$ cat src/verilog/rdc_pkg.sv
// Constants, field layouts and carrier types of the receive demodulator configuration block.
package rdc_pkg;

    // ------------------------------------------------------------------
    // Register map
    // ------------------------------------------------------------------
    localparam int         RDC_AW         = 8;
    localparam logic [7:0] RDC_CM_OFS     = 8'h1b;
    localparam logic [7:0] RDC_RM_OFS     = 8'h1c;

    // ------------------------------------------------------------------
    // Field positions
    // ------------------------------------------------------------------
    localparam int RDC_CM_FRAMING_LSB = 29;
    localparam int RDC_CM_TAP_LSB     = 26;
    localparam int RDC_CM_EDGE_LSB    = 13;
    localparam int RDC_CM_BIT_LSB     = 0;
    localparam int RDC_RM_IQ_LSB      = 21;
    localparam int RDC_RM_TEST_BIT    = 20;
    localparam int RDC_RM_RESYNC_BIT  = 19;
    localparam int RDC_RM_CORR_BIT    = 18;
    localparam int RDC_RM_PAT_BIT     = 17;
    localparam int RDC_RM_EARLY_BIT   = 16;
    localparam int RDC_RM_SUB_LSB     = 12;
    localparam int RDC_RM_PH_LSB      = 8;
    localparam int RDC_RM_EVAL_BIT    = 7;
    localparam int RDC_RM_PSK_BIT     = 0;

    // ------------------------------------------------------------------
    // Values after reset
    // ------------------------------------------------------------------
    localparam logic [1:0]  RDC_FRAMING_RST = 2'h0;
    localparam logic [2:0]  RDC_TAP_RST     = 3'h0;
    localparam logic [12:0] RDC_TH_RST      = 13'h0000;
    localparam logic [2:0]  RDC_IQ_RST      = 3'h0;
    localparam logic        RDC_RESYNC_RST  = 1'b1;
    localparam logic        RDC_BIT_RST     = 1'b0;
    localparam logic [3:0]  RDC_LEVEL_RST   = 4'h0;

    // ------------------------------------------------------------------
    // Encodings
    // ------------------------------------------------------------------
    typedef enum logic [1:0] {
        RDC_FRAME_TYPE_A  = 2'b00,
        RDC_FRAME_SYNC_F0 = 2'b01
    } rdc_framing_e;

    typedef enum logic [2:0] {
        RDC_IQ_BOTH      = 3'b000,
        RDC_IQ_I_ONLY    = 3'b001,
        RDC_IQ_Q_ONLY    = 3'b010,
        RDC_IQ_STRONGEST = 3'b100,
        RDC_IQ_FIRST     = 3'b101
    } rdc_iq_e;

    // ------------------------------------------------------------------
    // Carriers
    // ------------------------------------------------------------------
    typedef struct packed {
        logic [RDC_AW-1:0] addr;
        logic [31:0]       wdata;
        logic              wr;
        logic              rd;
    } rdc_bus_s;

    typedef struct packed {
        logic [1:0]  card_framing;
        logic [5:0]  edge_filter_taps;
        logic [12:0] edge_decision_threshold;
        logic [12:0] bit_decision_threshold;
        logic        psk_mode;
        logic [2:0]  iq_channel_select;
        logic        iq_select_valid;
        logic        sof_equal_resync_en;
        logic        correlator_clear;
        logic        pattern_filter_on;
        logic        early_data_capture;
        logic [3:0]  subcarrier_min_eff;
        logic [3:0]  phase_min_eff;
        logic        phase_det_en;
    } rdc_cfg_s;

endpackage : rdc_pkg
$ cat src/verilog/rdc_demod_config.sv
// Receive demodulator configuration registers with decoded settings for the demodulators.
`timescale 1ns/10ps
// What this block does
// RULE1: Card-mode framing 00b selects type A framing, 01b framing with sync byte F0.
// RULE2: With auto detection on, a detected mode writes the card-mode framing field.
// RULE3: Edge filter tap code maps to 4,6,8,8,16,18,24,32 taps.
// RULE4: Thirteen-bit edge decision threshold drives the card-mode edge decision stage.
// RULE5: Thirteen-bit bit decision threshold drives the card-mode bit decision stage.
// RULE6: I/Q select picks both, I, Q, strongest or first channel; others reserved.
// RULE7: Resync enable, default on, allows resync on equal correlation inside start of frame.
// RULE8: Correlator reset enable clears the correlator whenever the receive path resets.
// RULE9: Pattern filter on unless disabled in phase-shift mode; disabled uses 0110 alone.
// RULE10: Early capture enable, default off, accepts data before first correlation minimum.
// RULE11: Subcarrier minimum level sets subcarrier detector threshold in both schemes.
// RULE12: Lookup adjusts subcarrier minimum by sign-magnitude offset up to three.
// RULE13: Phase minimum level sets phase-shift detector threshold, phase-shift only.
// RULE14: Lookup adjusts phase minimum by up to three steps, top bit is sign.
// RULE15: Read-only short evaluation flag reports correlator evaluation length for Manchester.
// RULE16: Software keeps the test-only filter bit at zero.
// RULE17: Software sets subcarrier minimum above the noise level.
// RULE18: Demodulation select bit at one selects phase-shift demodulation.
// RULE19: Reserved bits read zero; writable fields read back last written or detected value.
module rdc_demod_config
    import rdc_pkg::*;
(
    input  wire logic       mclk,
    input  wire logic       reset,
    input  wire rdc_bus_s   bus,
    output logic [31:0]     rdata,
    input  wire logic       auto_mode_detect_en,
    input  wire logic       mode_detected,
    input  wire logic [1:0] mode_det_framing,
    input  wire logic       rx_path_reset,
    input  wire logic       short_eval_window,
    input  wire logic [2:0] arc_sub_offset,
    input  wire logic [2:0] arc_phase_offset,
    output rdc_cfg_s        cfg
);

    // ------------------------------------------------------------------
    // State
    // ------------------------------------------------------------------
    typedef struct packed {
        logic [1:0]  framing;
        logic [2:0]  tap_sel;
        logic [12:0] edge_th;
        logic [12:0] bit_th;
        logic [2:0]  iq;
        logic        test_filt;
        logic        resync;
        logic        corr_rst;
        logic        pat_off;
        logic        early;
        logic [3:0]  sub_min;
        logic [3:0]  ph_min;
        logic        psk;
        logic [31:0] rdata;
        rdc_cfg_s    cfg;
    } rdc_state_s;

    rdc_state_s st_r;
    rdc_state_s st_nxt;

    // ------------------------------------------------------------------
    // Helpers
    // ------------------------------------------------------------------
    function automatic logic [5:0] rdc_taps(input logic [2:0] sel);
        case (sel)
            3'h0:    rdc_taps = 6'h04;
            3'h1:    rdc_taps = 6'h06;
            3'h2:    rdc_taps = 6'h08;
            3'h3:    rdc_taps = 6'h08;
            3'h4:    rdc_taps = 6'h10;
            3'h5:    rdc_taps = 6'h12;
            3'h6:    rdc_taps = 6'h18;
            default: rdc_taps = 6'h20;
        endcase
    endfunction : rdc_taps

    // Sign-magnitude offset; the sum saturates so a lookup step never wraps the threshold.
    function automatic logic [3:0] rdc_adjust(input logic [3:0] base, input logic [2:0] off);
        logic [4:0] sum;
        sum = {1'b0, base} + {3'h0, off[1:0]};
        if (off[2]) begin
            rdc_adjust = (base < {2'h0, off[1:0]}) ? 4'h0 : base - {2'h0, off[1:0]};
        end else begin
            rdc_adjust = sum[4] ? 4'hf : sum[3:0];
        end
    endfunction : rdc_adjust

    function automatic logic [31:0] rdc_read_cm(input rdc_state_s s);
        rdc_read_cm = {1'b0, s.framing, s.tap_sel, s.edge_th, s.bit_th};
    endfunction : rdc_read_cm

    function automatic logic [31:0] rdc_read_rm(input rdc_state_s s, input logic eval);
        rdc_read_rm = {8'h00, s.iq, s.test_filt, s.resync, s.corr_rst, s.pat_off, s.early,
                       s.sub_min, s.ph_min, eval, 6'h00, s.psk};
    endfunction : rdc_read_rm

    // ------------------------------------------------------------------
    // Next state
    // ------------------------------------------------------------------
    always_comb begin
        st_nxt       = st_r;
        st_nxt.rdata = 32'h0000_0000;
        if (bus.wr && bus.addr == RDC_CM_OFS) begin
            st_nxt.framing = bus.wdata[RDC_CM_FRAMING_LSB +: 2];
            st_nxt.tap_sel = bus.wdata[RDC_CM_TAP_LSB +: 3];
            st_nxt.edge_th = bus.wdata[RDC_CM_EDGE_LSB +: 13];
            st_nxt.bit_th  = bus.wdata[RDC_CM_BIT_LSB +: 13];
        end
        if (bus.wr && bus.addr == RDC_RM_OFS) begin
            st_nxt.iq        = bus.wdata[RDC_RM_IQ_LSB +: 3];
            st_nxt.test_filt = bus.wdata[RDC_RM_TEST_BIT];
            st_nxt.resync    = bus.wdata[RDC_RM_RESYNC_BIT];
            st_nxt.corr_rst  = bus.wdata[RDC_RM_CORR_BIT];
            st_nxt.pat_off   = bus.wdata[RDC_RM_PAT_BIT];
            st_nxt.early     = bus.wdata[RDC_RM_EARLY_BIT];
            st_nxt.sub_min   = bus.wdata[RDC_RM_SUB_LSB +: 4];
            st_nxt.ph_min    = bus.wdata[RDC_RM_PH_LSB +: 4];
            st_nxt.psk       = bus.wdata[RDC_RM_PSK_BIT];
        end
        // The detector result wins over a software write in the same cycle.
        if (auto_mode_detect_en && mode_detected) begin
            st_nxt.framing = mode_det_framing; // RULE2
        end
        if (bus.rd && bus.addr == RDC_CM_OFS) begin
            st_nxt.rdata = rdc_read_cm(st_r); // RULE19
        end else if (bus.rd && bus.addr == RDC_RM_OFS) begin
            st_nxt.rdata = rdc_read_rm(st_r, short_eval_window); // RULE15
        end
        st_nxt.cfg.card_framing            = st_nxt.framing; // RULE1
        st_nxt.cfg.edge_filter_taps        = rdc_taps(st_nxt.tap_sel); // RULE3
        st_nxt.cfg.edge_decision_threshold = st_nxt.edge_th; // RULE4
        st_nxt.cfg.bit_decision_threshold  = st_nxt.bit_th; // RULE5
        st_nxt.cfg.psk_mode                = st_nxt.psk; // RULE18
        st_nxt.cfg.iq_channel_select       = st_nxt.iq;
        st_nxt.cfg.iq_select_valid         = (st_nxt.iq != 3'h3) && (!st_nxt.iq[2] || st_nxt.iq[1:0] < 2'h2); // RULE6
        st_nxt.cfg.sof_equal_resync_en     = st_nxt.resync; // RULE7
        st_nxt.cfg.correlator_clear        = rx_path_reset && st_r.corr_rst; // RULE8
        st_nxt.cfg.pattern_filter_on       = st_nxt.psk && !st_nxt.pat_off; // RULE9
        st_nxt.cfg.early_data_capture      = st_nxt.early; // RULE10
        st_nxt.cfg.subcarrier_min_eff      = rdc_adjust(st_nxt.sub_min, arc_sub_offset); // RULE11 RULE12
        st_nxt.cfg.phase_min_eff           = rdc_adjust(st_nxt.ph_min, arc_phase_offset); // RULE14
        st_nxt.cfg.phase_det_en            = st_nxt.psk; // RULE13
    end

    // ------------------------------------------------------------------
    // Registers
    // ------------------------------------------------------------------
    always_ff @(posedge mclk) begin
        if (reset) begin
            st_r           <= '0;
            st_r.framing   <= RDC_FRAMING_RST;
            st_r.tap_sel   <= RDC_TAP_RST;
            st_r.edge_th   <= RDC_TH_RST;
            st_r.bit_th    <= RDC_TH_RST;
            st_r.iq        <= RDC_IQ_RST;
            st_r.test_filt <= RDC_BIT_RST;
            st_r.resync    <= RDC_RESYNC_RST;
            st_r.corr_rst  <= RDC_BIT_RST;
            st_r.pat_off   <= RDC_BIT_RST;
            st_r.early     <= RDC_BIT_RST;
            st_r.sub_min   <= RDC_LEVEL_RST;
            st_r.ph_min    <= RDC_LEVEL_RST;
            st_r.psk       <= RDC_BIT_RST;
            st_r.cfg.edge_filter_taps    <= 6'h04;
            st_r.cfg.iq_select_valid     <= 1'b1;
            st_r.cfg.sof_equal_resync_en <= RDC_RESYNC_RST;
        end else begin
            st_r <= st_nxt;
        end
    end

    assign rdata = st_r.rdata;
    assign cfg   = st_r.cfg;

    wire cm_wr = bus.wr && bus.addr == RDC_CM_OFS;
    wire rm_wr = bus.wr && bus.addr == RDC_RM_OFS;
    wire det   = auto_mode_detect_en && mode_detected;
endmodule : rdc_demod_config

$ cat config.mk
export PLATFORM = sky130hd
export DESIGN_NAME = rdc_demod_config
export DESIGN_NICKNAME = d
export VERILOG_FILES = /design/src/verilog/rdc_pkg.sv /design/src/verilog/rdc_demod_config.sv
export SDC_FILE = /design/constraint.sdc
export NUM_CORES = 1
export LEC_CHECK = 0
export BUFFER_PORTS_ARGS = -buffer_cell sky130_fd_sc_hd__buf_2
export CELL_PAD_IN_SITES_DETAIL_PLACEMENT = 1
export CELL_PAD_IN_SITES_GLOBAL_PLACEMENT = 1
export CORE_MARGIN = 5
export CORE_UTILIZATION = 35
export DETAILED_ROUTE_END_ITERATION = 8
export PLACE_DENSITY = 0.86
export SETUP_SLACK_MARGIN = 0.15
export SLEW_MARGIN = 20
export SYNTH_ARGS = -nofsm -noshare
export SYNTH_HDL_FRONTEND = slang
export SYNTH_SLANG_ARGS = --single-unit
export TNS_END_PERCENT = 100
$ cat constraint.sdc
create_clock -name mclk -period 3.55 [get_ports mclk]
set_input_delay 0.5325 -clock mclk [delete_from_list [all_inputs] [get_ports mclk]]
set_output_delay 0.5325 -clock mclk [all_outputs]
set_load 0.05 [all_outputs]
==> results.json, run 1 <==
{
  "status": "complete, no violations",
  "clock_latency_ns": 0.34,
  "crit_required_ns": 3.83,
  "cts_max_path_buffers": 2,
  "ant_nets": 0,
  "post_drt_wl_per_cell_um": 16.04,
  "setup.worst_path.start": "bus[39]",
  "antennaDiodeCount": 0,
  "drc_errors": 0,
  "clk_pin_slew_worst_paths_ns": 0.06,
  "slew-limit-headroom": 0.5502,
  "start_util": 0.3606,
  "min_path_cells": 3,
  "crit_type": "primary input to register",
  "power_frac_clock": 0.446,
  "syn_avg_cell_area_um2": 8.842,
  "multi_input_area_um2": 1722,
  "cts_setup_buffers": 0,
  "dp_cells": 701,
  "switchingPower_mw": 0.4720,
  "die_x_um": 121.7,
  "path_cells": "buf_2 > nand4bb_1 > nor3_4 > buf_4 > nand2_1 > nand2_1 > ha_1 > inv_1 > a21o_1 > a211oi_1 > a2111oi_0 > a311o_1",
  "dp_slack_ns": 0.2030,
  "drtIter0Drc": 147,
  "cp_max_fo": 14,
  "syn_area_um2": 4368,
  "fin_cells": 716,
  "rsz0062_at_grt": "false",
  "gr-total-overflow": 0,
  "vias_per_cell": 4.825,
  "cp_num_buf_inv": 3,
  "area_growth_pct": 12.35,
  "io_buffers": 136,
  "hold_viol": 0,
  "drive_above_1_share": 0.3047,
  "cp_top_family": "simple AND/OR/NAND/NOR gates",
  "fin_hold_ws_ns": 0.4172,
  "ys_types": 45,
  "netlist.top_cell.by_area": "dfxtp_1",
  "power_density_nw_per_um2": 441.6,
  "yosysTopAreaCellShare": 0.4354,
  "htreeDepth": 3,
  "drt-total-wl_um": 11490,
  "seq_area_frac_synth": 0.4354,
  "worstRegToRegCells": 7,
  "grt_max_degree": 35,
  "ioPinCount": 140,
  "cts.sinks": 95,
  "crit_slowest_cell": "a2111oi_0",
  "finalCoreUtilization": 0.4052,
  "synth_most_common_cell": "dfxtp_1",
  "worst_slack_ns": 0.5802,
  "antenna_found_initial": 0,
  "netlist_instances": 494,
  "ys_warn_count": 0,
  "synth_edf_count": 0,
  "worstSetupEndpoint": "cfg[8]",
  "worst_path_most_repeated_cell": "nand2_1",
  "p_leak_nw": 2.259,
  "min_period_ns": 2.970,
  "num_rows": 40,
  "rrSetupSlack_ns": 1.51,
  "fillers": 1471,
  "period_share": 0.8366,
  "maxCapViolCount": 0,
  "vias": 3455,
  "cp-start-kind": "primary input",
  "seq_area_um2": 1902,
  "swShare": 0.2178,
  "synthFlopType": "dfxtp_1",
  "critPathMaxStageDelay_ns": 0.47,
  "fin_skew_ns": 0.004960,
  "nets": 612,
  "max_freq_mhz": 336.7,
  "cp.depth": 12,
  "yosys-top-cells-area": "dfxtp_1, buf_4, nand2_1",
  "dp_hpwl_um": 8667,
  "synth_seq_cells": 95,
  "grt_pass1_wl_um": 18200,
  "dieArea_um2": 14810,
  "dieHeight_um": 121.7,
  "grt_pass1_vias": 3607,
  "drt_pre_antenna_iters": 4,
  "cts_root_buffer": "clkbuf_16",
  "coreArea_um2": 12110,
  "seq_power_share": 0.496,
  "p_int_mw": 1.695,
  "numCtsBuffers": 9,
  "synthTopCellsByCount": "dfxtp_1, nand2_1, buf_4",
  "cp_data_arrival_time_ns": 3.25,
  "cts_resized": 0,
  "tritoncts": "built",
  "fin_tns_setup_ns": 0,
  "finalWeightedCongestion": 0.7720,
  "worst-slew-pin-transition_ns": 0.6747,
  "pwr-share-comb": 0.059,
  "endpoint_kind": "register",
  "worstReg2RegEnd": "cfg[8]",
  "cts_hold_buf": 0,
  "grt_use_total": 0.1552,
  "maxSlewViolCount": 0,
  "hold_path_class": "primary input to register",
  "ys_async_sr_fraction": 0,
  "timing.rr.start": "st_r[89]",
  "peakVddDrop_v": 0.0002279,
  "setup_viol": 0
}
## logic make-up after synthesis
group	after synthesis	share of synthesized area
and+or+nand+nor	169	0.1833
other	1	0.0008585
muxes	12	0.02750
AOI/OAI and AO/OA	89	0.1366
adders and majority gates	12	0.04125
DFF	95	0.4354
buffers and inverters	116	0.1750
## power groups by stage
stage | logic (mW) | clock network (mW) | registers, mW
finish | 0.127 | 0.966 | 1.07
global route | 0.139 | 1.04 | 1.07
CTS | 0.128 | 0.996 | 1.07
detailed placement | 0.127 | 0 | 1.10
global placement | 0.122 | 0 | 1.10
floorplan | 0.0762 | 0 | 1.10
## per-stage QoR
stage / area, um^2 / total power [mW]
after floorplan: 4372 / 1.174
after global placement: 4608 / 1.220
after detailed placement: 4608 / 1.225
after CTS: 4907 / 2.198
after global routing: 4907 / 2.251
final: 4907 / 2.167
## worst min-delay path by stage
stage,from,to,slack [ns]
CTS,rx_path_reset,cfg[11],0.40
global placement,st_r[95],cfg[11],0.43
detailed placement,st_r[95],cfg[11],0.45
floorplan,st_r[95],cfg[11],0.42
global route,rx_path_reset,cfg[11],0.41
finish,rx_path_reset,cfg[11],0.42
## sequential cells by signal, summed over array words and instances, names as in the netlist
signal	flops
cfg	50
rdata	31
st_r	14
## worst register-to-register path, cell delays in order, from the launching register on
cell,delay (ns)
dfxtp_1,0.32
mux2i_1,0.26
inv_1,0.09
ha_1,0.22
fa_1,0.46
nor2b_1,0.16
a2111oi_0,0.12
a311o_1,0.29
## cell type report
cell class | count | share of cell area
timing repair buffer | 143 | 0.1494
sequential | 95 | 0.3876
clock buffer | 12 | 0.05227
multi-input combinational | 284 | 0.3508
inverter | 11 | 0.008414
clock inverter | 3 | 0.008669
tap | 168 | 0.04284
## metal layers
metal,GRT usage,share of wire,wire [um]
met1,0.1814,0.43,4928
met2,0.2743,0.50,5713
met4,0.06513,0.019,214
met5,0,0,0
met3,0.03343,0.055,628
## layout by cell type, fill, tap and decap left out, types with 3 or more instances in the layout
cell and count:
fa_1 4, ha_1 8, nor2b_1 7, o21ai_0 7
dfxtp_1 95, a211oi_1 8, and3_1 3, and2_1 16
inv_1 11, a21oi_1 39, clkbuf_16 9, a22o_1 16
nor3b_1 4, buf_4 7, nor2_1 25, nand3_1 5
mux2i_1 12, nand2_1 91, buf_2 136, a2111oi_0 4
Power figures use the tool's default switching activity.
==> inputs of run 2 (changes only) <==
--- a/config.mk
+++ b/config.mk
@@ -5,6 +5,7 @@
 export SDC_FILE = /design/constraint.sdc
 export NUM_CORES = 1
 export LEC_CHECK = 0
+export ABC_AREA = 1
 export BUFFER_PORTS_ARGS = -buffer_cell sky130_fd_sc_hd__buf_2
 export CELL_PAD_IN_SITES_DETAIL_PLACEMENT = 1
 export CELL_PAD_IN_SITES_GLOBAL_PLACEMENT = 1
==> constraint.sdc (replaced) <==
create_clock -name mclk -period 3 [get_ports mclk]
set_input_delay 0.45 -clock mclk [delete_from_list [all_inputs] [get_ports mclk]]
set_output_delay 0.45 -clock mclk [all_outputs]
set_load 0.05 [all_outputs]
==> run 2 against run 1 <==
Critical path depth rose by 6. Non-clock buffer count up 2. Synthesized cell count is 21% higher. Cell count grew 16%. Largest cell class unchanged.
==> results.json, run 2 <==
{
  "gr-total-overflow": 0,
  "path_cells": "buf_2 > inv_1 > nand2_1 > nor2_1 > nand3_2 > inv_2 > buf_4 > or2_2 > inv_1 > a21oi_1 > buf_4 > fa_1 > inv_1 > nand3_1 > nor2_1 > nor2_1 > nand2_1 > a21oi_1",
  "dieArea_um2": 15870,
  "yosysTopAreaCellShare": 0.4039,
  "syn_avg_cell_area_um2": 7.860,
  "maxSlewViolCount": 0,
  "fin_tns_setup_ns": 0,
  "grt_pass1_vias": 3933,
  "hp-start": "rx_path_reset",
  "clock_latency_ns": 0.35,
  "cp-start-kind": "primary input",
  "drc_errors": 0,
  "syn_area_um2": 4708,
  "synth_seq_cells": 95,
  "cp_data_arrival_time_ns": 2.57,
  "rrSetupSlack_ns": 1.06,
  "muxShareOfSynthArea": 0,
  "clk_pin_slew_worst_paths_ns": 0.07,
  "dieHeight_um": 126.0,
  "critPathMaxStageDelay_ns": 0.43,
  "finalWeightedCongestion": 0.8241,
  "rsz0062_at_grt": "false",
  "largest_reg_flops": 50,
  "crit_type": "primary input to register",
  "p_leak_nw": 2.562,
  "ys_async_sr_fraction": 0,
  "tritoncts": "built",
  "fin_skew_ns": 0.009139,
  "setup_viol": 0,
  "hold_path_class": "primary input to register",
  "drt-total-wl_um": 12480,
  "antennaDiodeCount": 0,
  "netlist_instances": 599,
  "peakVddDrop_v": 0.0002135,
  "cp_top_family": "simple AND/OR/NAND/NOR gates",
  "cts_hold_buf": 0,
  "cts_resized": 0,
  "vias": 3803,
  "fillers": 1685,
  "nets": 716,
  "max_freq_mhz": 422.4,
  "status": "complete, no violations",
  "mostFrequentLayoutCells": "buf_2, dfxtp_1, nand2_1, inv_1, nand3_1",
  "cp_num_buf_inv": 7,
  "worstRegToRegCells": 11,
  "yosys-top-cells-area": "dfxtp_1, buf_4, nand2_1",
  "post_drt_wl_per_cell_um": 15.05,
  "coreArea_um2": 13240,
  "worstReg2RegEnd": "cfg[7]",
  "htreeDepth": 3,
  "synthFlopType": "dfxtp_1",
  "worst-slew-pin-transition_ns": 0.7348,
  "final_cell_area_um2": 5194,
  "synth_edf_count": 0,
  "cts_root_buffer": "clkbuf_16",
  "ioPinCount": 140,
  "antenna_found_initial": 0,
  "synth_top_family_by_area": "buffers and inverters",
  "die_x_um": 126.0,
  "ys_warn_count": 0,
  "synthTopCellsByCount": "dfxtp_1, buf_4, nand2_1",
  "layout_commonest_cell": "buf_2",
  "grt_use_total": 0.1573,
  "dp_hpwl_um": 9335,
  "placed_cell_area_um2": 4893,
  "cts.sinks": 95,
  "whs_endpoint": "cfg[11]",
  "slew-limit-headroom": 0.5096,
  "power_density_nw_per_um2": 502.5,
  "period_share": 0.7891,
  "hold_viol": 0,
  "cts_max_path_buffers": 2,
  "synth_compound_area_frac": 0.1082,
  "finalCoreUtilization": 0.3922,
  "grt_pass1_wl_um": 19900,
  "start_util": 0.3555,
  "seq_area_frac_synth": 0.4039,
  "drtIter0Drc": 176,
  "cp_max_fo": 13,
  "drt_pre_antenna_iters": 4,
  "setup.worst_path.start": "bus[35]",
  "min_path_cells": 3,
  "crit_required_ns": 3.21,
  "ant_nets": 0,
  "yosys.area_share.simple": 0.2230,
  "netlist.top_cell.by_area": "dfxtp_1",
  "area_growth_pct": 10.31,
  "cts_setup_buffers": 0,
  "maxCapViolCount": 0,
  "crit_slowest_cell": "fa_1",
  "min_period_ns": 2.367,
  "num_rows": 42,
  "cp.depth": 18,
  "synth_most_common_cell": "dfxtp_1",
  "io_buffers": 136,
  "drive_above_1_share": 0.3017,
  "numCtsBuffers": 9,
  "regMostFlops": "cfg",
  "grt_max_degree": 46,
  "vias_per_cell": 4.587,
  "synthAdderAreaFrac": 0.03827,
  "timing.rr.start": "st_r[90]",
  "synth_xor_area_frac": 0,
  "ys_types": 34,
  "endpoint_kind": "register"
}
-- run 2: cell types whose count changed after synthesis, moves of 6 or more --
cell and change:
nand2_2 +8, nor2b_1 -7, a211oi_1 -6, o21ai_0 +24, and2_1 -16, a22o_1 -16, nand3_1 +55, a211oi_2 +8
nor2_1 +25, mux2i_1 -12, inv_1 +58
-- run 2: layer usage --
metal	track usage	wire length (um)	vias up	share of wire
met5	0	0	-	0
met4	0.04543	154	0	0.012
met3	0.04403	786	10	0.063
met2	0.2617	5996	95	0.48
met1	0.1998	5539	1796	0.44
li1	-	-	1902	-
-- run 2: worst max path at each step --
stage             end  slack [ns]
5_1_grt        cfg[8]        0.35
6_report       cfg[7]        0.63
4_1_cts        cfg[7]        0.63
3_3_place_gp   cfg[8]        0.34
3_5_place_dp   cfg[7]        0.28
2_1_floorplan  cfg[4]        0.59
-- run 2: kinds of logic (layout without fill, tap and decap cells) --
logic type / count (synthesis) / count (layout)
and+or+nand+nor: 223 / 223
buffers and inverters: 181 / 234
DFF: 95 / 95
AOI/OAI and AO/OA: 87 / 87
adders and majority gates: 12 / 12
other: 1 / 2
-- run 2: power breakdown --
group / switching [mW] / leakage, nW / total (mW) / internal, mW
Clock: 0.493 / 0.139 / 1.17 / 0.673
Combinational: 0.118 / 1.66 / 0.173 / 0.0555
Sequential: 0.00273 / 0.766 / 1.27 / 1.27
-- run 2: layout make-up --
class | instances | area, um^2 | share of cell area
Inverter | 73 | 276.5 | 0.05324
Clock inverter | 4 | 53.80 | 0.01036
Timing Repair Buffer | 145 | 748.2 | 0.1441
Multi-Input combinational cell | 324 | 1747 | 0.3363
Tap cell | 176 | 220.2 | 0.04240
Clock buffer | 12 | 246.5 | 0.04746
Sequential cell | 95 | 1902 | 0.3662
-- run 2: stage by stage --
step           setup WS, ns  power [mW]  hold WS, ns  cells
2_1_floorplan        0.5937       1.411       0.4225    600
3_5_place_dp         0.2842       1.474       0.4424    813
3_3_place_gp         0.3393       1.470       0.4392    813
5_1_grt              0.3514       2.710       0.3418    829
6_report             0.6326       2.610       0.3255    829
4_1_cts              0.6340       2.643       0.3163    829
-- run 2: tightest hold or removal path, delay by kind of cell --
| family | cells | cell delay [ns] |
|---|---|---|
| buffers and inverters | 1 | 0.10 |
| AND/OR/NAND/NOR | 2 | 0.08 |
==> inputs of run 3 (changes only) <==
==> constraint.sdc (replaced) <==
create_clock -name mclk -period 2.3 [get_ports mclk]
set_input_delay 0.345 -clock mclk [delete_from_list [all_inputs] [get_ports mclk]]
set_output_delay 0.345 -clock mclk [all_outputs]
set_load 0.05 [all_outputs]
==> run 3 against run 2 <==
Clock-buffer cell count is the same. Clock power grew 26%. First-iteration DRC count shrank 18%.
==> results.json, run 3 (synthesized netlist as in run 2, its figures left out) <==
{
  "status": "complete, no violations",
  "cts_root_buffer": "clkbuf_16",
  "fillers": 1691,
  "num_rows": 42,
  "vias": 3909,
  "die_x_um": 126.0,
  "p_leak_nw": 2.636,
  "fin_skew_ns": 0.007152,
  "grt_use_total": 0.1649,
  "dp_hpwl_um": 9548,
  "gr-total-overflow": 0,
  "rsz0062_at_grt": "false",
  "multi_input_area_um2": 1797,
  "clk_pin_slew_worst_paths_ns": 0.07,
  "grt_pass1_wl_um": 20750,
  "largest_reg_flops": 50,
  "ioPinCount": 140,
  "cp_data_arrival_time_ns": 2.18,
  "rrSetupSlack_ns": 0.43,
  "drt-total-wl_um": 12840,
  "seq_area_um2": 1902,
  "antenna_found_initial": 1,
  "nets": 731,
  "numCtsBuffers": 9,
  "setup_viol": 0,
  "tritoncts": "built",
  "max_freq_mhz": 508.0,
  "area_growth_pct": 14.16,
  "hold_path_class": "primary input to register",
  "layout_commonest_cell": "buf_2",
  "crit_required_ns": 2.51,
  "regMostFlops": "cfg",
  "drtIter0Drc": 145,
  "power_density_nw_per_um2": 626.2,
  "vias_per_cell": 4.626,
  "crit_type": "primary input to register",
  "cts_max_path_buffers": 2,
  "htreeDepth": 3,
  "cts.sinks": 95,
  "finalCoreUtilization": 0.4059,
  "min_period_ns": 1.968,
  "cp_max_fo": 10,
  "dieArea_um2": 15870,
  "worstRegToRegCells": 11,
  "p_total_mw": 3.366,
  "ant_nets": 0,
  "maxCapViolCount": 0,
  "clock_latency_ns": 0.35,
  "maxSlewViolCount": 0,
  "start_util": 0.3555,
  "grt_max_degree": 46,
  "dieHeight_um": 126.0,
  "cts_hold_buf": 0,
  "endpoint_kind": "register",
  "peakVddDrop_v": 0.0002952,
  "drc_errors": 0,
  "finalWeightedCongestion": 0.8272,
  "grt_pass1_vias": 4126,
  "mostFrequentLayoutCells": "buf_2, dfxtp_1, nand2_1, inv_1, nand3_1",
  "cp-start-kind": "primary input",
  "fin_hold_ws_ns": 0.2206,
  "drive_above_1_share": 0.3353,
  "slew-limit-headroom": 0.6156,
  "min_path_cells": 3,
  "coreArea_um2": 13240,
  "period_share": 0.8559,
  "drt_pre_antenna_iters": 4,
  "post_drt_wl_per_cell_um": 15.20,
  "hold_viol": 0,
  "io_buffers": 136,
  "worst-slew-pin-transition_ns": 0.5766
}
==> run 3: changes by cell type in the layout (fill, tap and decap cells not counted), sizes merged <==
cell,previous run,this run
diode,0,1
clkinv,2,4
bufinv,1,0
inv,72,71
buf,145,160
==> run 3: area by class of cell <==
cell class	instances	area share
repair buffers	160	0.1632
multi-input cells	324	0.3343
flip-flops and latches	95	0.3538
inverters	73	0.05237
clock inverters	4	0.005354
well taps	176	0.04097
diodes	1	0.0004655
clock buffers	12	0.04958
==> run 3: path summary, 6_finish.rpt <==
check	startpoint	end
max	bus[40]	cfg[3]
min	rx_path_reset	cfg[11]
max reg2reg	st_r[86]	cfg[3]
min reg2reg	cfg[50]	rdata[29]
==> run 3: layer usage <==
metal  GRT usage  wire [um]
met2      0.2870       6309
met3     0.04276        818
met4     0.07256        297
met1      0.1904       5415
met5           0          0
==> run 3: worst max-delay path, cell delays in order <==
cell and delay (ns):
buf_2 0.09, inv_1 0.03, nand2_1 0.09, nor2_4 0.06, nand3_4 0.09, inv_6 0.06, or2_2 0.28, inv_2 0.08
a21oi_4 0.05, buf_4 0.15, fa_2 0.36, inv_1 0.08, nand3_1 0.10, nor2_1 0.13, nor2_1 0.06, nand2_1 0.06
a21oi_1 0.05
==> run 3: power breakdown <==
| part | internal [mW] | leakage (nW) | switching (mW) |
|---|---|---|---|
| registers | 1.65 | 0.766 | 0.00343 |
| logic | 0.0812 | 1.73 | 0.157 |
| clock network | 0.822 | 0.141 | 0.649 |
| total | 2.56 | 2.64 | 0.810 |
==> run 3: through the flow <==
| stage | instances | TNS, ns | setup slack [ns] | area (um^2) |
|---|---|---|---|---|
| 6_report | 845 | 0 | 0.3315 | 5375 |
| 5_1_grt | 845 | 0 | 0.1447 | 5375 |
| 4_1_cts | 844 | 0 | 0.2454 | 5341 |
| 3_5_place_dp | 828 | -0.4193 | -0.1148 | 5046 |
| 3_3_place_gp | 828 | -0.09673 | -0.03669 | 5046 |
| 2_1_floorplan | 600 | 0 | 0.1489 | 4743 |
==> run 3: timing repair <==
item	4_1_cts	5_1_grt
resized for setup	0	8
setup endpoints to repair	0	6
buffers inserted	0	0
